<file path="config.mk">
export PLATFORM = sky130hd
export DESIGN_NAME = component_video_mixer
export DESIGN_NICKNAME = d
export VERILOG_FILES = /design/src/comp_mix_pkg.sv /design/src/component_video_mixer.sv
export SDC_FILE = /design/constraint.sdc
export NUM_CORES = 2
export LEC_CHECK = 0
export BUFFER_PORTS_ARGS = -buffer_cell sky130_fd_sc_hd__buf_2
export CORE_MARGIN = 10
export CORE_UTILIZATION = 55
export CTS_CLUSTER_DIAMETER = 60
export DETAILED_ROUTE_END_ITERATION = 16
export PLACE_DENSITY = 0.72
export REMOVE_ABC_BUFFERS = 1
export SKIP_LAST_GASP = 1
export SYNTH_ARGS = -nofsm -noshare
export SYNTH_HDL_FRONTEND = slang
export SYNTH_SLANG_ARGS = --single-unit
export TNS_END_PERCENT = 20
</file>
<file path="constraint.sdc">
create_clock -name hclk -period 23 [get_ports hclk]
set_clock_uncertainty 0.05 [all_clocks]
set_input_delay 4.6 -clock hclk [delete_from_list [all_inputs] [get_ports hclk]]
set_output_delay 4.6 -clock hclk [all_outputs]
set_load 0.02 [all_outputs]
</file>
<file path="src/comp_mix_pkg.sv">
// constants shared by the component video mixer: register map, fields, resets, math
// assumes a 32-bit ahb-lite register bus and 8-bit video samples
package comp_mix_pkg;
  localparam int SAMPLE_W = 8;
  localparam int LEVEL_W  = 6;
  // register byte addresses
  localparam logic [31:0] OFS_CTRL = 32'h0000_0000;
  localparam logic [31:0] OFS_PICT = 32'h0000_0004;
  localparam logic [31:0] OFS_TINT = 32'h0000_0008;
  localparam logic [31:0] OFS_MIX  = 32'h0000_000c;
  localparam logic [31:0] OFS_STAT = 32'h0000_0010;
  // field positions
  localparam int CTRL_RGB_BIT   = 0;
  localparam int CTRL_MODE_LSB  = 1;
  localparam int CTRL_CLAMP_BIT = 3;
  localparam int CTRL_CURVE_BIT = 4;
  localparam int CTRL_DLY_BIT   = 5;
  localparam int PICT_CON_LSB   = 0;
  localparam int PICT_BRI_LSB   = 8;
  localparam int PICT_SCR_LSB   = 16;
  localparam int PICT_SCB_LSB   = 24;
  localparam int MIX_GAIN_LSB   = 0;
  localparam int MIX_OFFS_LSB   = 8;
  localparam int STAT_K_LSB     = 0;
  localparam int STAT_LVL_LSB   = 8;
  // reset values
  localparam logic [31:0] CTRL_RST = 32'h0000_0007;
  localparam logic [31:0] PICT_RST = 32'h2020_0020;
  localparam logic [31:0] TINT_RST = 32'h0000_0000;
  localparam logic [31:0] MIX_RST  = 32'h0000_1f01;
  // mixing modes
  localparam logic [1:0] MODE_MAIN = 2'b11;
  localparam logic [1:0] MODE_MIX  = 2'b01;
  // mixing factor limits and static level
  localparam logic [6:0] K_FULL = 7'h40;
  localparam logic signed [13:0] K_HALF = 14'sh0020;
  localparam logic [5:0] STATIC_LEVEL = 6'h1f;
  localparam logic [6:0] NL_LO = 7'h10;
  localparam logic [6:0] NL_HI = 7'h30;
  // matrix coefficients, scaled by 256
  localparam logic signed [17:0] KYR = 18'sh0004d;
  localparam logic signed [17:0] KYG = 18'sh00096;
  localparam logic signed [17:0] KYB = 18'sh0001d;
  localparam logic signed [17:0] KCR = 18'sh000b3;
  localparam logic signed [17:0] KCB = 18'sh000e3;
  localparam logic signed [17:0] RND8 = 18'sh00080;
  localparam logic signed [17:0] RND5 = 18'sh00010;
  localparam logic signed [17:0] RND7 = 18'sh00040;
  // tint: sin ~ deg*143/64, cos ~ 128 - deg*deg*5/256 (scale 128)
  localparam logic signed [17:0] TINT_SIN = 18'sh0008f;
  localparam logic signed [17:0] TINT_COS = 18'sh00005;
  localparam logic signed [17:0] TINT_ONE = 18'sh00080;
  localparam logic signed [5:0]  TINT_MAX = 6'sh14;
  localparam int MAIN_LAT = 5;
endpackage

</file>
<file path="src/component_video_mixer.sv">
// component video path: matrix, picture controls, tint, softmixer and ahb-lite registers
// assumes component and blank inputs come from converters off this clock, main video on it
//
// What this block does
// - rgb input: luma = 0.299 red + 0.587 green + 0.114 blue
// - rgb input: red difference = 0.701 red - 0.587 green - 0.114 blue
// - rgb input: blue difference = -0.299 red - 0.587 green + 0.886 blue
// - component luma/colour-difference input bypasses the matrix unchanged
// - three 8-bit component samples taken every 20.25 MHz system sample
// - fast-blank arrives as a 6-bit level used for dynamic mixing
// - contrast and both saturations are gains 0 to 63/32 in 1/32 steps
// - signed brightness offset -128 to 127 added to luma
// - colour-difference pair rotated by tint between -20 and +20 degrees
// - output = (k*main + (64-k)*component)/64, k from 0 to 64
// - component and main paths are aligned so mixed samples are co-sited
// - static switch forces k to 0 or 64
// - static mixer: k = gain*(31 - offset) + 32 from registers only
// - every mixing factor is limited to 0..64
// - static modes ignore the fast-blank level
// - dynamic linear: k = gain*(level - offset) + 32, limited
// - dynamic non-linear: further mapping of the linear factor, twice as steep between 16 and 48, sharpens edges
// - mode 11 main, x0 component, 01 mix; clamp and curve pick kind, delay adds a stage
// - sync always comes from the main input, passed along with it
//
// Added by the designer: the register offsets and the AHB-Lite register port.
`timescale 1ns/1ps
module component_video_mixer (
  input  wire logic                                hclk,
  input  wire logic                                hresetn,
  input  wire logic                                hsel,
  input  wire logic [31:0]                         haddr,
  input  wire logic [1:0]                          htrans,
  input  wire logic                                hwrite,
  input  wire logic [2:0]                          hsize,
  input  wire logic [31:0]                         hwdata,
  input  wire logic                                hready,
  output logic                                     hreadyout,
  output logic                                     hresp,
  output logic [31:0]                              hrdata,
  input  wire logic [comp_mix_pkg::SAMPLE_W-1:0]   comp_a,
  input  wire logic [comp_mix_pkg::SAMPLE_W-1:0]   comp_b,
  input  wire logic [comp_mix_pkg::SAMPLE_W-1:0]   comp_c,
  input  wire logic [comp_mix_pkg::LEVEL_W-1:0]    blank_level,
  input  wire logic [comp_mix_pkg::SAMPLE_W-1:0]   main_y,
  input  wire logic [comp_mix_pkg::SAMPLE_W-1:0]   main_cr,
  input  wire logic [comp_mix_pkg::SAMPLE_W-1:0]   main_cb,
  input  wire logic                                main_sync,
  output logic [comp_mix_pkg::SAMPLE_W-1:0]        mix_y,
  output logic [comp_mix_pkg::SAMPLE_W-1:0]        mix_cr,
  output logic [comp_mix_pkg::SAMPLE_W-1:0]        mix_cb,
  output logic                                     mix_sync
);
  import comp_mix_pkg::*;

  function automatic logic [7:0] sat8u(input logic signed [17:0] v);
    if (v < 0) sat8u = 8'h00;
    else if (v > 18'sh000ff) sat8u = 8'hff;
    else sat8u = v[7:0];
  endfunction

  function automatic logic [7:0] sat8s(input logic signed [17:0] v);
    if (v < -18'sh00080) sat8s = 8'h80;
    else if (v > 18'sh0007f) sat8s = 8'h7f;
    else sat8s = v[7:0];
  endfunction

  function automatic logic [6:0] klimit(input logic signed [13:0] v);
    if (v < 0) klimit = 7'h00;
    else if (v > 14'sh0040) klimit = K_FULL;
    else klimit = v[6:0];
  endfunction

  function automatic logic [7:0] mix8(input logic [6:0] k, input logic [7:0] m,
                                      input logic [7:0] c);
    logic [14:0] s;
    s = 15'(k) * 15'(m) + 15'(K_FULL - k) * 15'(c) + 15'h0020;
    mix8 = s[13:6];
  endfunction

  ////////////////////////////////////////////////////////////////////////////
  // register bus: writes land in the data phase, reads take one wait state
  // so that a read right behind a write sees the new value
  logic [31:0]       addr_q;
  logic              wr_pend_q;
  logic              rd_wait_q;
  logic [31:0]       hrdata_q;
  logic              rgb_q;
  logic [1:0]        mode_q;
  logic              clamp_q;
  logic              curve_q;
  logic              dly_q;
  logic [5:0]        con_q;
  logic signed [7:0] bri_q;
  logic [5:0]        scr_q;
  logic [5:0]        scb_q;
  logic signed [5:0] tint_q;
  logic [5:0]        gain_q;
  logic [5:0]        off_q;
  logic [6:0]        k_sel;
  logic [5:0]        lvl2_q;
  logic              accept;
  logic signed [5:0] tint_w;

  assign accept    = hsel & hready & htrans[1];
  assign hreadyout = ~rd_wait_q;
  assign hresp     = 1'b0;
  assign hrdata    = hrdata_q;
  assign tint_w    = hwdata[5:0];

  always_ff @(posedge hclk or negedge hresetn) begin
    if (!hresetn) begin
      addr_q    <= 32'h0000_0000;
      wr_pend_q <= 1'b0;
      rd_wait_q <= 1'b0;
    end else begin
      if (accept) addr_q <= haddr;
      wr_pend_q <= accept & hwrite;
      rd_wait_q <= accept & ~hwrite;
    end
  end

  always_ff @(posedge hclk or negedge hresetn) begin
    if (!hresetn) begin
      hrdata_q <= 32'h0000_0000;
    end else if (rd_wait_q) begin
      unique case (addr_q)
        OFS_CTRL: hrdata_q <= {26'h0, dly_q, curve_q, clamp_q, mode_q, rgb_q};
        OFS_PICT: hrdata_q <= {2'h0, scb_q, 2'h0, scr_q, bri_q, 2'h0, con_q};
        OFS_TINT: hrdata_q <= {{26{tint_q[5]}}, tint_q};
        OFS_MIX:  hrdata_q <= {18'h0, off_q, 2'h0, gain_q};
        OFS_STAT: hrdata_q <= {18'h0, lvl2_q, 1'b0, k_sel};
        default:  hrdata_q <= 32'h0000_0000;
      endcase
    end
  end

  always_ff @(posedge hclk or negedge hresetn) begin
    if (!hresetn) begin
      rgb_q   <= CTRL_RST[CTRL_RGB_BIT];
      mode_q  <= CTRL_RST[CTRL_MODE_LSB +: 2];
      clamp_q <= CTRL_RST[CTRL_CLAMP_BIT];
      curve_q <= CTRL_RST[CTRL_CURVE_BIT];
      dly_q   <= CTRL_RST[CTRL_DLY_BIT];
      con_q   <= PICT_RST[PICT_CON_LSB +: 6];
      bri_q   <= PICT_RST[PICT_BRI_LSB +: 8];
      scr_q   <= PICT_RST[PICT_SCR_LSB +: 6];
      scb_q   <= PICT_RST[PICT_SCB_LSB +: 6];
      tint_q  <= TINT_RST[5:0];
      gain_q  <= MIX_RST[MIX_GAIN_LSB +: 6];
      off_q   <= MIX_RST[MIX_OFFS_LSB +: 6];
    end else if (wr_pend_q) begin
      unique case (addr_q)
        OFS_CTRL: begin
          rgb_q   <= hwdata[CTRL_RGB_BIT];
          mode_q  <= hwdata[CTRL_MODE_LSB +: 2];
          clamp_q <= hwdata[CTRL_CLAMP_BIT];
          curve_q <= hwdata[CTRL_CURVE_BIT];
          dly_q   <= hwdata[CTRL_DLY_BIT];
        end
        OFS_PICT: begin
          con_q <= hwdata[PICT_CON_LSB +: 6];
          bri_q <= hwdata[PICT_BRI_LSB +: 8];
          scr_q <= hwdata[PICT_SCR_LSB +: 6];
          scb_q <= hwdata[PICT_SCB_LSB +: 6];
        end
        // angles beyond the rotation range are pinned to its ends
        OFS_TINT: begin
          if (tint_w > TINT_MAX) tint_q <= TINT_MAX;
          else if (tint_w < -TINT_MAX) tint_q <= -TINT_MAX;
          else tint_q <= tint_w;
        end
        OFS_MIX: begin
          gain_q <= hwdata[MIX_GAIN_LSB +: 6];
          off_q  <= hwdata[MIX_OFFS_LSB +: 6];
        end
        default: ;
      endcase
    end
  end

  a_read_wait: assert property (@(posedge hclk) disable iff (!hresetn)
    (accept && !hwrite) |=> (!hreadyout ##1 hreadyout))
    else $error("read did not take exactly one wait state");

  ////////////////////////////////////////////////////////////////////////////
  // input synchronisers: converter samples cross in from their own timing
  logic [7:0] a1_q, b1_q, c1_q, a2_q, b2_q, c2_q;
  logic [5:0] lvl1_q, lvl3_q, lvl4_q;

  always_ff @(posedge hclk or negedge hresetn) begin
    if (!hresetn) begin
      {a1_q, b1_q, c1_q, a2_q, b2_q, c2_q} <= 48'h0;
      {lvl1_q, lvl2_q, lvl3_q, lvl4_q} <= 24'h0;
    end else begin
      {a1_q, b1_q, c1_q} <= {comp_a, comp_b, comp_c};
      {a2_q, b2_q, c2_q} <= {a1_q, b1_q, c1_q};
      lvl1_q <= blank_level;
      lvl2_q <= lvl1_q;
      lvl3_q <= lvl2_q;
      lvl4_q <= lvl3_q;
    end
  end

  a_level_sync: assert property (@(posedge hclk) disable iff (!hresetn)
    ##3 (lvl4_q == $past(blank_level, 4)))
    else $error("blank level pipeline delay wrong");

  ////////////////////////////////////////////////////////////////////////////
  // stage 1 matrix, stage 2 contrast/brightness/saturation, stage 3 tint
  logic signed [17:0] r_e, g_e, b_e, ysum, crsum, cbsum;
  logic signed [9:0]  y_m, cr_m, cb_m, y1_q, cr1_q, cb1_q;
  logic [7:0]         y2_q, y3_q, cr3_q, cb3_q;
  logic signed [7:0]  cr2_q, cb2_q;
  logic signed [17:0] yt, crt, cbt, cr2e, cb2e, te, sinq, cosq, crr, cbr;

  always_comb begin
    r_e   = 18'({10'h000, a2_q});
    g_e   = 18'({10'h000, b2_q});
    b_e   = 18'({10'h000, c2_q});
    ysum  = KYR * r_e + KYG * g_e + KYB * b_e + RND8;
    crsum = KCR * r_e - KYG * g_e - KYB * b_e + RND8;
    cbsum = KCB * b_e - KYR * r_e - KYG * g_e + RND8;
    if (rgb_q) begin
      y_m  = ysum[17:8];
      cr_m = crsum[17:8];
      cb_m = cbsum[17:8];
    end else begin
      y_m  = {2'b00, a2_q};
      cr_m = {2'b00, b2_q} - 10'h080;
      cb_m = {2'b00, c2_q} - 10'h080;
    end
  end

  always_comb begin
    // gains kept signed so the shift stays arithmetic for negative chroma
    yt   = ((18'(y1_q) * $signed({12'h000, con_q}) + RND5) >>> 5) + 18'(bri_q);
    crt  = (18'(cr1_q) * $signed({12'h000, scr_q}) + RND5) >>> 5;
    cbt  = (18'(cb1_q) * $signed({12'h000, scb_q}) + RND5) >>> 5;
    cr2e = 18'(cr2_q);
    cb2e = 18'(cb2_q);
    te   = 18'(tint_q);
    sinq = (te * TINT_SIN) >>> 6;
    cosq = TINT_ONE - ((te * te * TINT_COS) >>> 8);
    crr  = (cr2e * cosq - cb2e * sinq + RND7) >>> 7;
    cbr  = (cb2e * cosq + cr2e * sinq + RND7) >>> 7;
  end

  always_ff @(posedge hclk or negedge hresetn) begin
    if (!hresetn) begin
      {y1_q, cr1_q, cb1_q} <= 30'h0;
      {y2_q, cr2_q, cb2_q} <= 24'h0;
      {y3_q, cr3_q, cb3_q} <= 24'h008080;
    end else begin
      {y1_q, cr1_q, cb1_q} <= {y_m, cr_m, cb_m};
      y2_q  <= sat8u(yt);
      cr2_q <= sat8s(crt);
      cb2_q <= sat8s(cbt);
      y3_q  <= y2_q;
      // back to offset binary so both mixer operands share one code
      cr3_q <= sat8s(crr) ^ 8'h80;
      cb3_q <= sat8s(cbr) ^ 8'h80;
    end
  end

  a_matrix_gray: assert property (@(posedge hclk) disable iff (!hresetn)
    (rgb_q && a2_q == b2_q && b2_q == c2_q)
      |=> (cr1_q == 10'h000 && cb1_q == 10'h000 && y1_q == {2'b00, $past(a2_q)}))
    else $error("grey rgb input did not give zero colour difference");
  a_matrix_bypass: assert property (@(posedge hclk) disable iff (!hresetn)
    !rgb_q |=> (y1_q == {2'b00, $past(a2_q)} && cr1_q == {2'b00, $past(b2_q)} - 10'h080))
    else $error("component bypass altered samples");

  ////////////////////////////////////////////////////////////////////////////
  // main path delay: matches sync + three stages of the component path
  logic [MAIN_LAT-1:0][24:0] main_dly_q;
  logic [24:0]               main_x_q, cip_x_q, main_al, cip_al;

  always_ff @(posedge hclk or negedge hresetn) begin
    if (!hresetn) begin
      main_dly_q <= '0;
    end else begin
      main_dly_q[0] <= {main_sync, main_cb, main_cr, main_y};
      for (int i = 1; i < MAIN_LAT; i++) main_dly_q[i] <= main_dly_q[i-1];
    end
  end

  // the extra stage keeps both operands co-sited with the slower curved factor
  always_ff @(posedge hclk or negedge hresetn) begin
    if (!hresetn) begin
      main_x_q <= 25'h0;
      cip_x_q  <= 25'h0;
    end else begin
      main_x_q <= main_dly_q[MAIN_LAT-1];
      cip_x_q  <= {1'b0, cb3_q, cr3_q, y3_q};
    end
  end

  assign main_al = dly_q ? main_x_q : main_dly_q[MAIN_LAT-1];
  assign cip_al  = dly_q ? cip_x_q : {1'b0, cb3_q, cr3_q, y3_q};

  ////////////////////////////////////////////////////////////////////////////
  // mixing factor: linear stage aligned with stage 3, curved one a stage later
  logic              dyn;
  logic              stat;
  logic [5:0]        lvl_use;
  logic signed [13:0] kdiff, kval;
  logic [6:0]        k_lin_q, k_nl_q, k_curve;

  assign dyn  = (mode_q == MODE_MIX) && !clamp_q;
  assign stat = (mode_q == MODE_MIX) && clamp_q;

  always_comb begin
    lvl_use = stat ? STATIC_LEVEL : lvl4_q;
    kdiff   = 14'({8'h00, lvl_use}) - 14'({8'h00, off_q});
    kval    = 14'({8'h00, gain_q}) * kdiff + K_HALF;
    if (k_lin_q < NL_LO) k_curve = 7'h00;
    else if (k_lin_q > NL_HI) k_curve = K_FULL;
    else k_curve = 7'((k_lin_q - NL_LO) << 1);
  end

  always_ff @(posedge hclk or negedge hresetn) begin
    if (!hresetn) begin
      k_lin_q <= K_FULL;
      k_nl_q  <= K_FULL;
    end else begin
      if (mode_q == MODE_MAIN) k_lin_q <= K_FULL;
      else if (!mode_q[0]) k_lin_q <= 7'h00;
      else k_lin_q <= klimit(kval);
      k_nl_q <= dyn ? k_curve : k_lin_q;
    end
  end

  assign k_sel = curve_q ? k_nl_q : k_lin_q;

  a_force_main: assert property (@(posedge hclk) disable iff (!hresetn)
    (mode_q == MODE_MAIN) |=> (k_lin_q == 7'h40))
    else $error("main not forced");
  a_force_comp: assert property (@(posedge hclk) disable iff (!hresetn)
    (!mode_q[0])[*3] |-> (k_lin_q == 7'h00 && k_nl_q == 7'h00))
    else $error("component not forced");
  a_k_range: assert property (@(posedge hclk) disable iff (!hresetn)
    (k_lin_q <= 7'h40) && (k_nl_q <= 7'h40))
    else $error("mixing factor out of range");
  a_static_mid: assert property (@(posedge hclk) disable iff (!hresetn)
    (stat && gain_q == 6'h00) |=> (k_lin_q == 7'h20))
    else $error("static factor with zero gain not 32");
  a_static_hold: assert property (@(posedge hclk) disable iff (!hresetn)
    (stat && !wr_pend_q)[*2] |=> $stable(k_lin_q))
    else $error("static factor moved without a register write");
  a_dyn_track: assert property (@(posedge hclk) disable iff (!hresetn)
    (dyn && gain_q == 6'h01 && off_q == 6'h00 && lvl4_q < 6'h20)
      |=> (k_lin_q == {1'b0, $past(lvl4_q)} + 7'h20))
    else $error("linear factor does not follow blank level");

  ////////////////////////////////////////////////////////////////////////////
  // softmixer, one generate lane per component
  logic [2:0][7:0] mix_q;

  for (genvar ch = 0; ch < 3; ch++) begin : g_lane
    always_ff @(posedge hclk or negedge hresetn) begin
      if (!hresetn) mix_q[ch] <= 8'h00;
      else mix_q[ch] <= mix8(k_sel, main_al[ch*8 +: 8], cip_al[ch*8 +: 8]);
    end
  end

  always_ff @(posedge hclk or negedge hresetn) begin
    if (!hresetn) mix_sync <= 1'b0;
    else mix_sync <= main_al[24];
  end

  assign mix_y  = mix_q[0];
  assign mix_cr = mix_q[1];
  assign mix_cb = mix_q[2];

  a_mix_main: assert property (@(posedge hclk) disable iff (!hresetn)
    (k_sel == 7'h40) |=> (mix_y == $past(main_al[7:0]) && mix_cb == $past(main_al[23:16])))
    else $error("full factor did not pass main video");
  a_mix_comp: assert property (@(posedge hclk) disable iff (!hresetn)
    (k_sel == 7'h00) |=> (mix_cr == $past(cip_al[15:8])))
    else $error("zero factor did not pass component video");

endmodule // component_video_mixer

</file>
After elaboration in Yosys (flattened, before gate mapping)
Cells that the tools add are included.
- register bits after elaboration: 479
- latch bits: 0
- memory bits (writable): 0
- bits in read-only memories: 0
- input port bits: 129
- output and inout port bits: 59
- memories: 0
- add/subtract/negate cells: 30
- multiply operators: 22
- div/mod/pow operators: 0
- order comparisons: 16
- eq/ne operators: 6
- shifts and indexed selects: 0
- mux-type cells: 27
- bitwise gates (word level): 8
- reduce and logical (&&, ||, !) cells: 8
- operator list (operator ; number):
    $pmux W32 S5 ; 1
    $mux W8 ; 10
    $eq A32 B4 Y1 const B ; 2
    $add A14 B6 Y14 const B ; 4
    $mux W7 ; 8
    $add A17 B6 Y18 const B ; 3
    $add A18 B9 Y18 const B ; 3
    $mul A10 B7 Y17 ; 3
    $add A14 B14 Y14 ; 3
    $mul A7 B8 Y14 ; 3
    $add A18 B18 Y18 ; 2
    $add A18 B8 Y18 const B ; 2
    $mul A8 B10 Y18 ; 2
    $mul A8 B9 Y17 ; 2
    $eq A32 B3 Y1 const B ; 1
    $eq A32 B5 Y1 const B ; 1
    $logic_not A32 Y1 ; 1
    $mul A8 B8 Y16 const A ; 2
    $mul A15 B8 Y14 ; 2
    $mul A7 B8 Y15 const A ; 2
    $mux W10 ; 3
    $lt A14 B1 Y1 const B ; 2
    $gt A13 B8 Y1 const B ; 2
    $lt A13 B8 Y1 const B ; 2
    36 further kinds ; 51

Logic depth before layout (Yosys ltp)
- depth after elaboration: 11
- mapped depth: 54
- depth with buffers taken out: 51

Worst setup path before layout
OpenSTA, ideal clock, no wires.
- path kind: reg2reg
- start: register tint_q[5]
- end: register cb3_q[5]
- library setup time: 0.141 ns
- arrival time: 11.623 ns
- data required time: 22.809 ns
- path slack: 11.187 ns
- cell stages (with the launch flop): 50
- path buffers: 3
- clock period less this slack: 11.813 ns
- cells stage by stage: dfrtp_1 -> clkbuf_1 -> nand2_1 -> fa_1 -> fa_1 -> inv_1 -> fa_1 -> inv_1 -> fa_1 -> inv_1 -> ha_1 -> and3b_1 -> o21a_1 -> o21a_1 -> nor2_1 -> o21bai_1 -> a21oi_1 -> xnor2_1 -> [14 not listed] -> fa_1 -> inv_1 -> fa_1 -> inv_1 -> fa_1 -> inv_1 -> fa_1 -> inv_1 -> ha_1 -> a21o_1 -> a21oi_1 -> o21ai_0 -> nor3_2 -> nor2_1 -> a311oi_1 -> a211oi_2 -> a31oi_1 -> o21ai_1
- cells in the longest elaborated chain, start to end: 9
- elaborated cells between the ends (all ways): 12
- ends and longest elaborated chain (what ; RTL line ; text):
    start, declared ; component_video_mixer.sv:96 ; logic signed [5:0] tint_q;
    start signal, assigned ; component_video_mixer.sv:148 ; tint_q <= TINT_RST[5:0];
    start signal, assigned ; component_video_mixer.sv:169 ; else if (tint_w < -TINT_MAX) tint_q <= -TINT_MAX;
    start signal, assigned ; component_video_mixer.sv:170 ; else tint_q <= tint_w;
    $mul A6 B6 Y12 ; component_video_mixer.sv:243 ; cosq = TINT_ONE - ((te * te * TINT_COS) >>> 8);
    $mul A12 B4 Y16 ; component_video_mixer.sv:243 ;
    $sub A9 B8 Y10 ; component_video_mixer.sv:243 ;
    $mul A8 B10 Y18 ; component_video_mixer.sv:245 ; cbr = (cb2e * cosq + cr2e * sinq + RND7) >>> 7;
    $add A18 B17 Y18 (*) ; component_video_mixer.sv:245 ;
    $add A18 B8 Y18 (*) ; component_video_mixer.sv:245 ;
    $gt A11 B8 Y1 ; component_video_mixer.sv:63 ; else if (v > 18'sh0007f) sat8s = 8'h7f;
    $mux W8 ; component_video_mixer.sv:63 ;
    $mux W8 (*) ; component_video_mixer.sv:62 ; if (v < -18'sh00080) sat8s = 8'h80;
    end signal, assigned ; component_video_mixer.sv:261 ; cb3_q <= sat8s(cbr) ^ 8'h80;
    end, declared ; component_video_mixer.sv:212 ; logic [7:0] y2_q, y3_q, cr3_q, cb3_q;
Mark *: on every way between the ends. The rest lies on a longest branch, timed or not.
A chain may end at the register's enable or synchronous reset.

Final worst setup path
- start: register tint_q[4]
- end: register cb3_q[5]
The elaborated chain is that of the path after synthesis.

==> reports/results.txt <==
Outcome -> finished, final reports clean
Simple-gate area share of the yosys netlist -> 11.70%
Die area -> 117300 µm²
Worst Setup End Kind -> flop
Post-Syn Area -> 57200 µm²
Post-CTS resize count -> 0
Area Overhead vs Synth -> 8.081%
Cts hold-fix bufs -> 0
Postcts setup bufs -> 0
Post-synth EDFFs -> 0
Setup TNS -> 0 ns
CTS clk-pin slew, worst paths -> 0.06 ns
RSZ-0062 raised after global routing -> false
Most frequent cells in the layout -> inv_1 (1214), fa_1 (816), ha_1 (785), dfrtp_1 (458), nand2_1 (358)
Largest family of logic cells by synthesized area -> adder cells
Global-route wire length before repair -> 214.0 mm
Crit start category -> flop
Pre-antenna DRT Iters -> 6
Layout Cells excl Fill -> 7252
Initial Utilization -> 55.34%
Max stage delay on crit path -> 0.71 ns
I/O Buffers -> 176
Count of final setup violators -> 0
Clk sinks -> 475
Slowest-stage cell, CP -> o21bai_2
Synth area leader -> fa_1
DR vias -> 38480
GRT overflow -> 0
Fraction of layout cells with a size suffix above 1 -> 9.114%
Avg Cell Area, Syn -> 10.12 µm²
Synth top area cells -> fa_1 (29%), dfrtp_1 (20%), ha_1 (17%)
Clock buffer depth -> 3
Initial antenna violation count -> 7
Final worst path period share -> 57.66%
H-tree depth -> 2
Vias in the first global route -> 41950
Total GRT Usage -> 22.63%
Final GP Congestion -> 0.8785
Worst-Skew Late Latency -> 0.71 ns
Cell class contributing the biggest share of worst-path delay -> adder cells
Main synth FF type -> dfrtp_1
DRC viols -> 0
Worst-margin pin slew -> 1.124 ns
Final Hold Violating Endpoints -> 0
Register area share after synthesis -> 20.82%
I/O pins -> 188
Critical path arrival -> 13.72 ns
Root buf cell -> clkbuf_16
Die width -> 342.5 µm
Vias/cell -> 5.306
Final slew viol count -> 0
Final wirelength -> 128.0 mm
WS Path Type -> reg2reg
Post-Synth XOR/XNOR Area -> 4.008%
Post-Synthesis Cells -> 5653
Core area -> 103300 µm²
CTS tree -> built
Highest clock rate -> 75.41 MHz
WHS -> 0.2848 ns
Routed Antenna Nets -> 0
Bufs and invs on worst path -> 11
HPWL Detailed -> 102.3 mm
Clock buffer count from CTS -> 61
Fillers -> 8719
CP required -> 23.46 ns
Complex-gate fraction of the synthesized area -> 5.434%
Post-route minimum period -> 13.26 ns
WL per Instance -> 17.65 µm
Synth warn -> 0
Synth unique cells -> 108
Final layout net count -> 7547
Starting DRT DRC Count -> 1968
Area fraction of the dominant cell type after synthesis -> 28.56%
Setup WS pre-CTS -> 9.995 ns
Die outline height -> 342.5 µm
Async SR Flop Fraction -> 100.0%
Largest net degree at the start of global routing -> 84
Min-delay worst type -> reg2reg
Max-Cap Viols -> 0
Slew margin rel. -> 25.02%
Rows -> 118
Adder-cell area share of the yosys netlist -> 45.75%
Most common cell after layout, fill and taps aside -> inv_1
Placed cells -> 7134
Register bit count reported by yosys -> 475
Crit Path Max Fanout -> 16
Mux contribution to synthesized area -> 3.362%
Setup ws final -> 9.739 ns
per-stage QoR:
step | utilization (%) | area, µm²
after detailed placement | 57.74 | 59670
after global placement | 57.74 | 59670
final | 59.82 | 61820
after CTS | 59.81 | 61810
after global routing | 59.81 | 61810
after floorplan | - | 56710
state kept, by name, indices dropped and copies added (netlist names), 8 cells and up:
register    count
c2_q            8
addr_q         32
cb3_q           8
b1_q            8
cr3_q           8
main_dly_q    125
cr1_q          10
y2_q            8
cb2_q           8
mix_cr          8
cb1_q          10
mix_y           8
bri_q           8
hrdata         28
b2_q            8
mix_cb          8
cip_x_q        24
y1_q           10
c1_q            8
main_x_q       25
cr2_q           8
y3_q            8
a2_q            8
a1_q            8
layout make-up:
cell class | count | area (µm²) | area share [%]
well taps | 1380 | 1727 | 2.793
diodes | 2 | 5.005 | 0.008096
repair buffers | 214 | 1176 | 1.903
inverters | 1215 | 4561 | 7.377
multi-input cells | 3850 | 40300 | 65.19
clock inverters | 35 | 439.2 | 0.7104
flip-flops and latches | 475 | 11910 | 19.27
clock buffers | 81 | 1702 | 2.753
synth_stat cells, types with 7 or more instances:
cell type  number
a211oi_1        8
a21o_1         41
a21oi_1       137
a221oi_1       12
a31oi_1        14
and2_1        283
and3_1         36
buf_1           9
buf_2           7
buf_4           7
clkbuf_1       99
dfrtp_1       459
dfstp_2        16
fa_1          816
ha_1          785
inv_1        1214
mux2_1         18
mux2_2         99
mux2i_1        54
nand2_1       358
nand2b_1       59
nand3_1        57
nor2_1        319
nor2b_1        76
nor3_1         43
nor4_1         15
o211ai_1        9
o21a_1         34
o21ai_0        71
o21ai_1        10
o21bai_1       22
o22ai_1        10
o2bb2ai_1       8
or2_2          35
or3_1          10
or4_1           9
xnor2_1       179
xor2_1         79
worst register-to-register path: cells and delay by family, from the launching register on:
family                     cells  cell delay [ns]
adders and majority gates     15             6.36
buffers and inverters         11             1.00
xor gates and xnor gates       1             0.14
AOI/OAI and AO/OA             11             2.92
DFF                            1             0.56
and+or+nand+nor               10             1.98
final timing paths:
kind / start / to / slack [ns] / cells after the start
worst max-delay path: tint_q[4] / cb3_q[5] / 9.74 / 48
worst min-delay path: lvl1_q[2] / lvl2_q[2] / 0.28 / 0
worst max register to register: tint_q[4] / cb3_q[5] / 9.74 / 48
worst min register to register: lvl1_q[2] / lvl2_q[2] / 0.28 / 0
max in group asynchronous: hresetn / main_dly_q[55] / 16.77 / 3
min in group asynchronous: hresetn / cb2_q[5] / 3.83 / 1
routing by layer:
metal  GRT usage [%]  vias up  wire length [µm]
met3           3.765      247              7702
met5               0        -                65
met2           38.39      924             62020
li1                -    17890                 -
met1           29.57    19410             54170
met4           6.776       10              4029
cell families (layout without fill, tap and decap cells):
logic type	count (synthesis)	in the layout
AO/OA/AOI/OAI	458	458
XOR/XNOR	260	260
multiplexers	175	175
AND/OR/NAND/NOR	1340	1340
flip-flops	475	475
buffers and inverters	1341	1545
adder cells (fa/ha/maj)	1602	1602
other	2	17
Power is left out: the tool's default activity adds up to more than one toggle a clock period on the data nets, which glitch-free logic cannot reach.
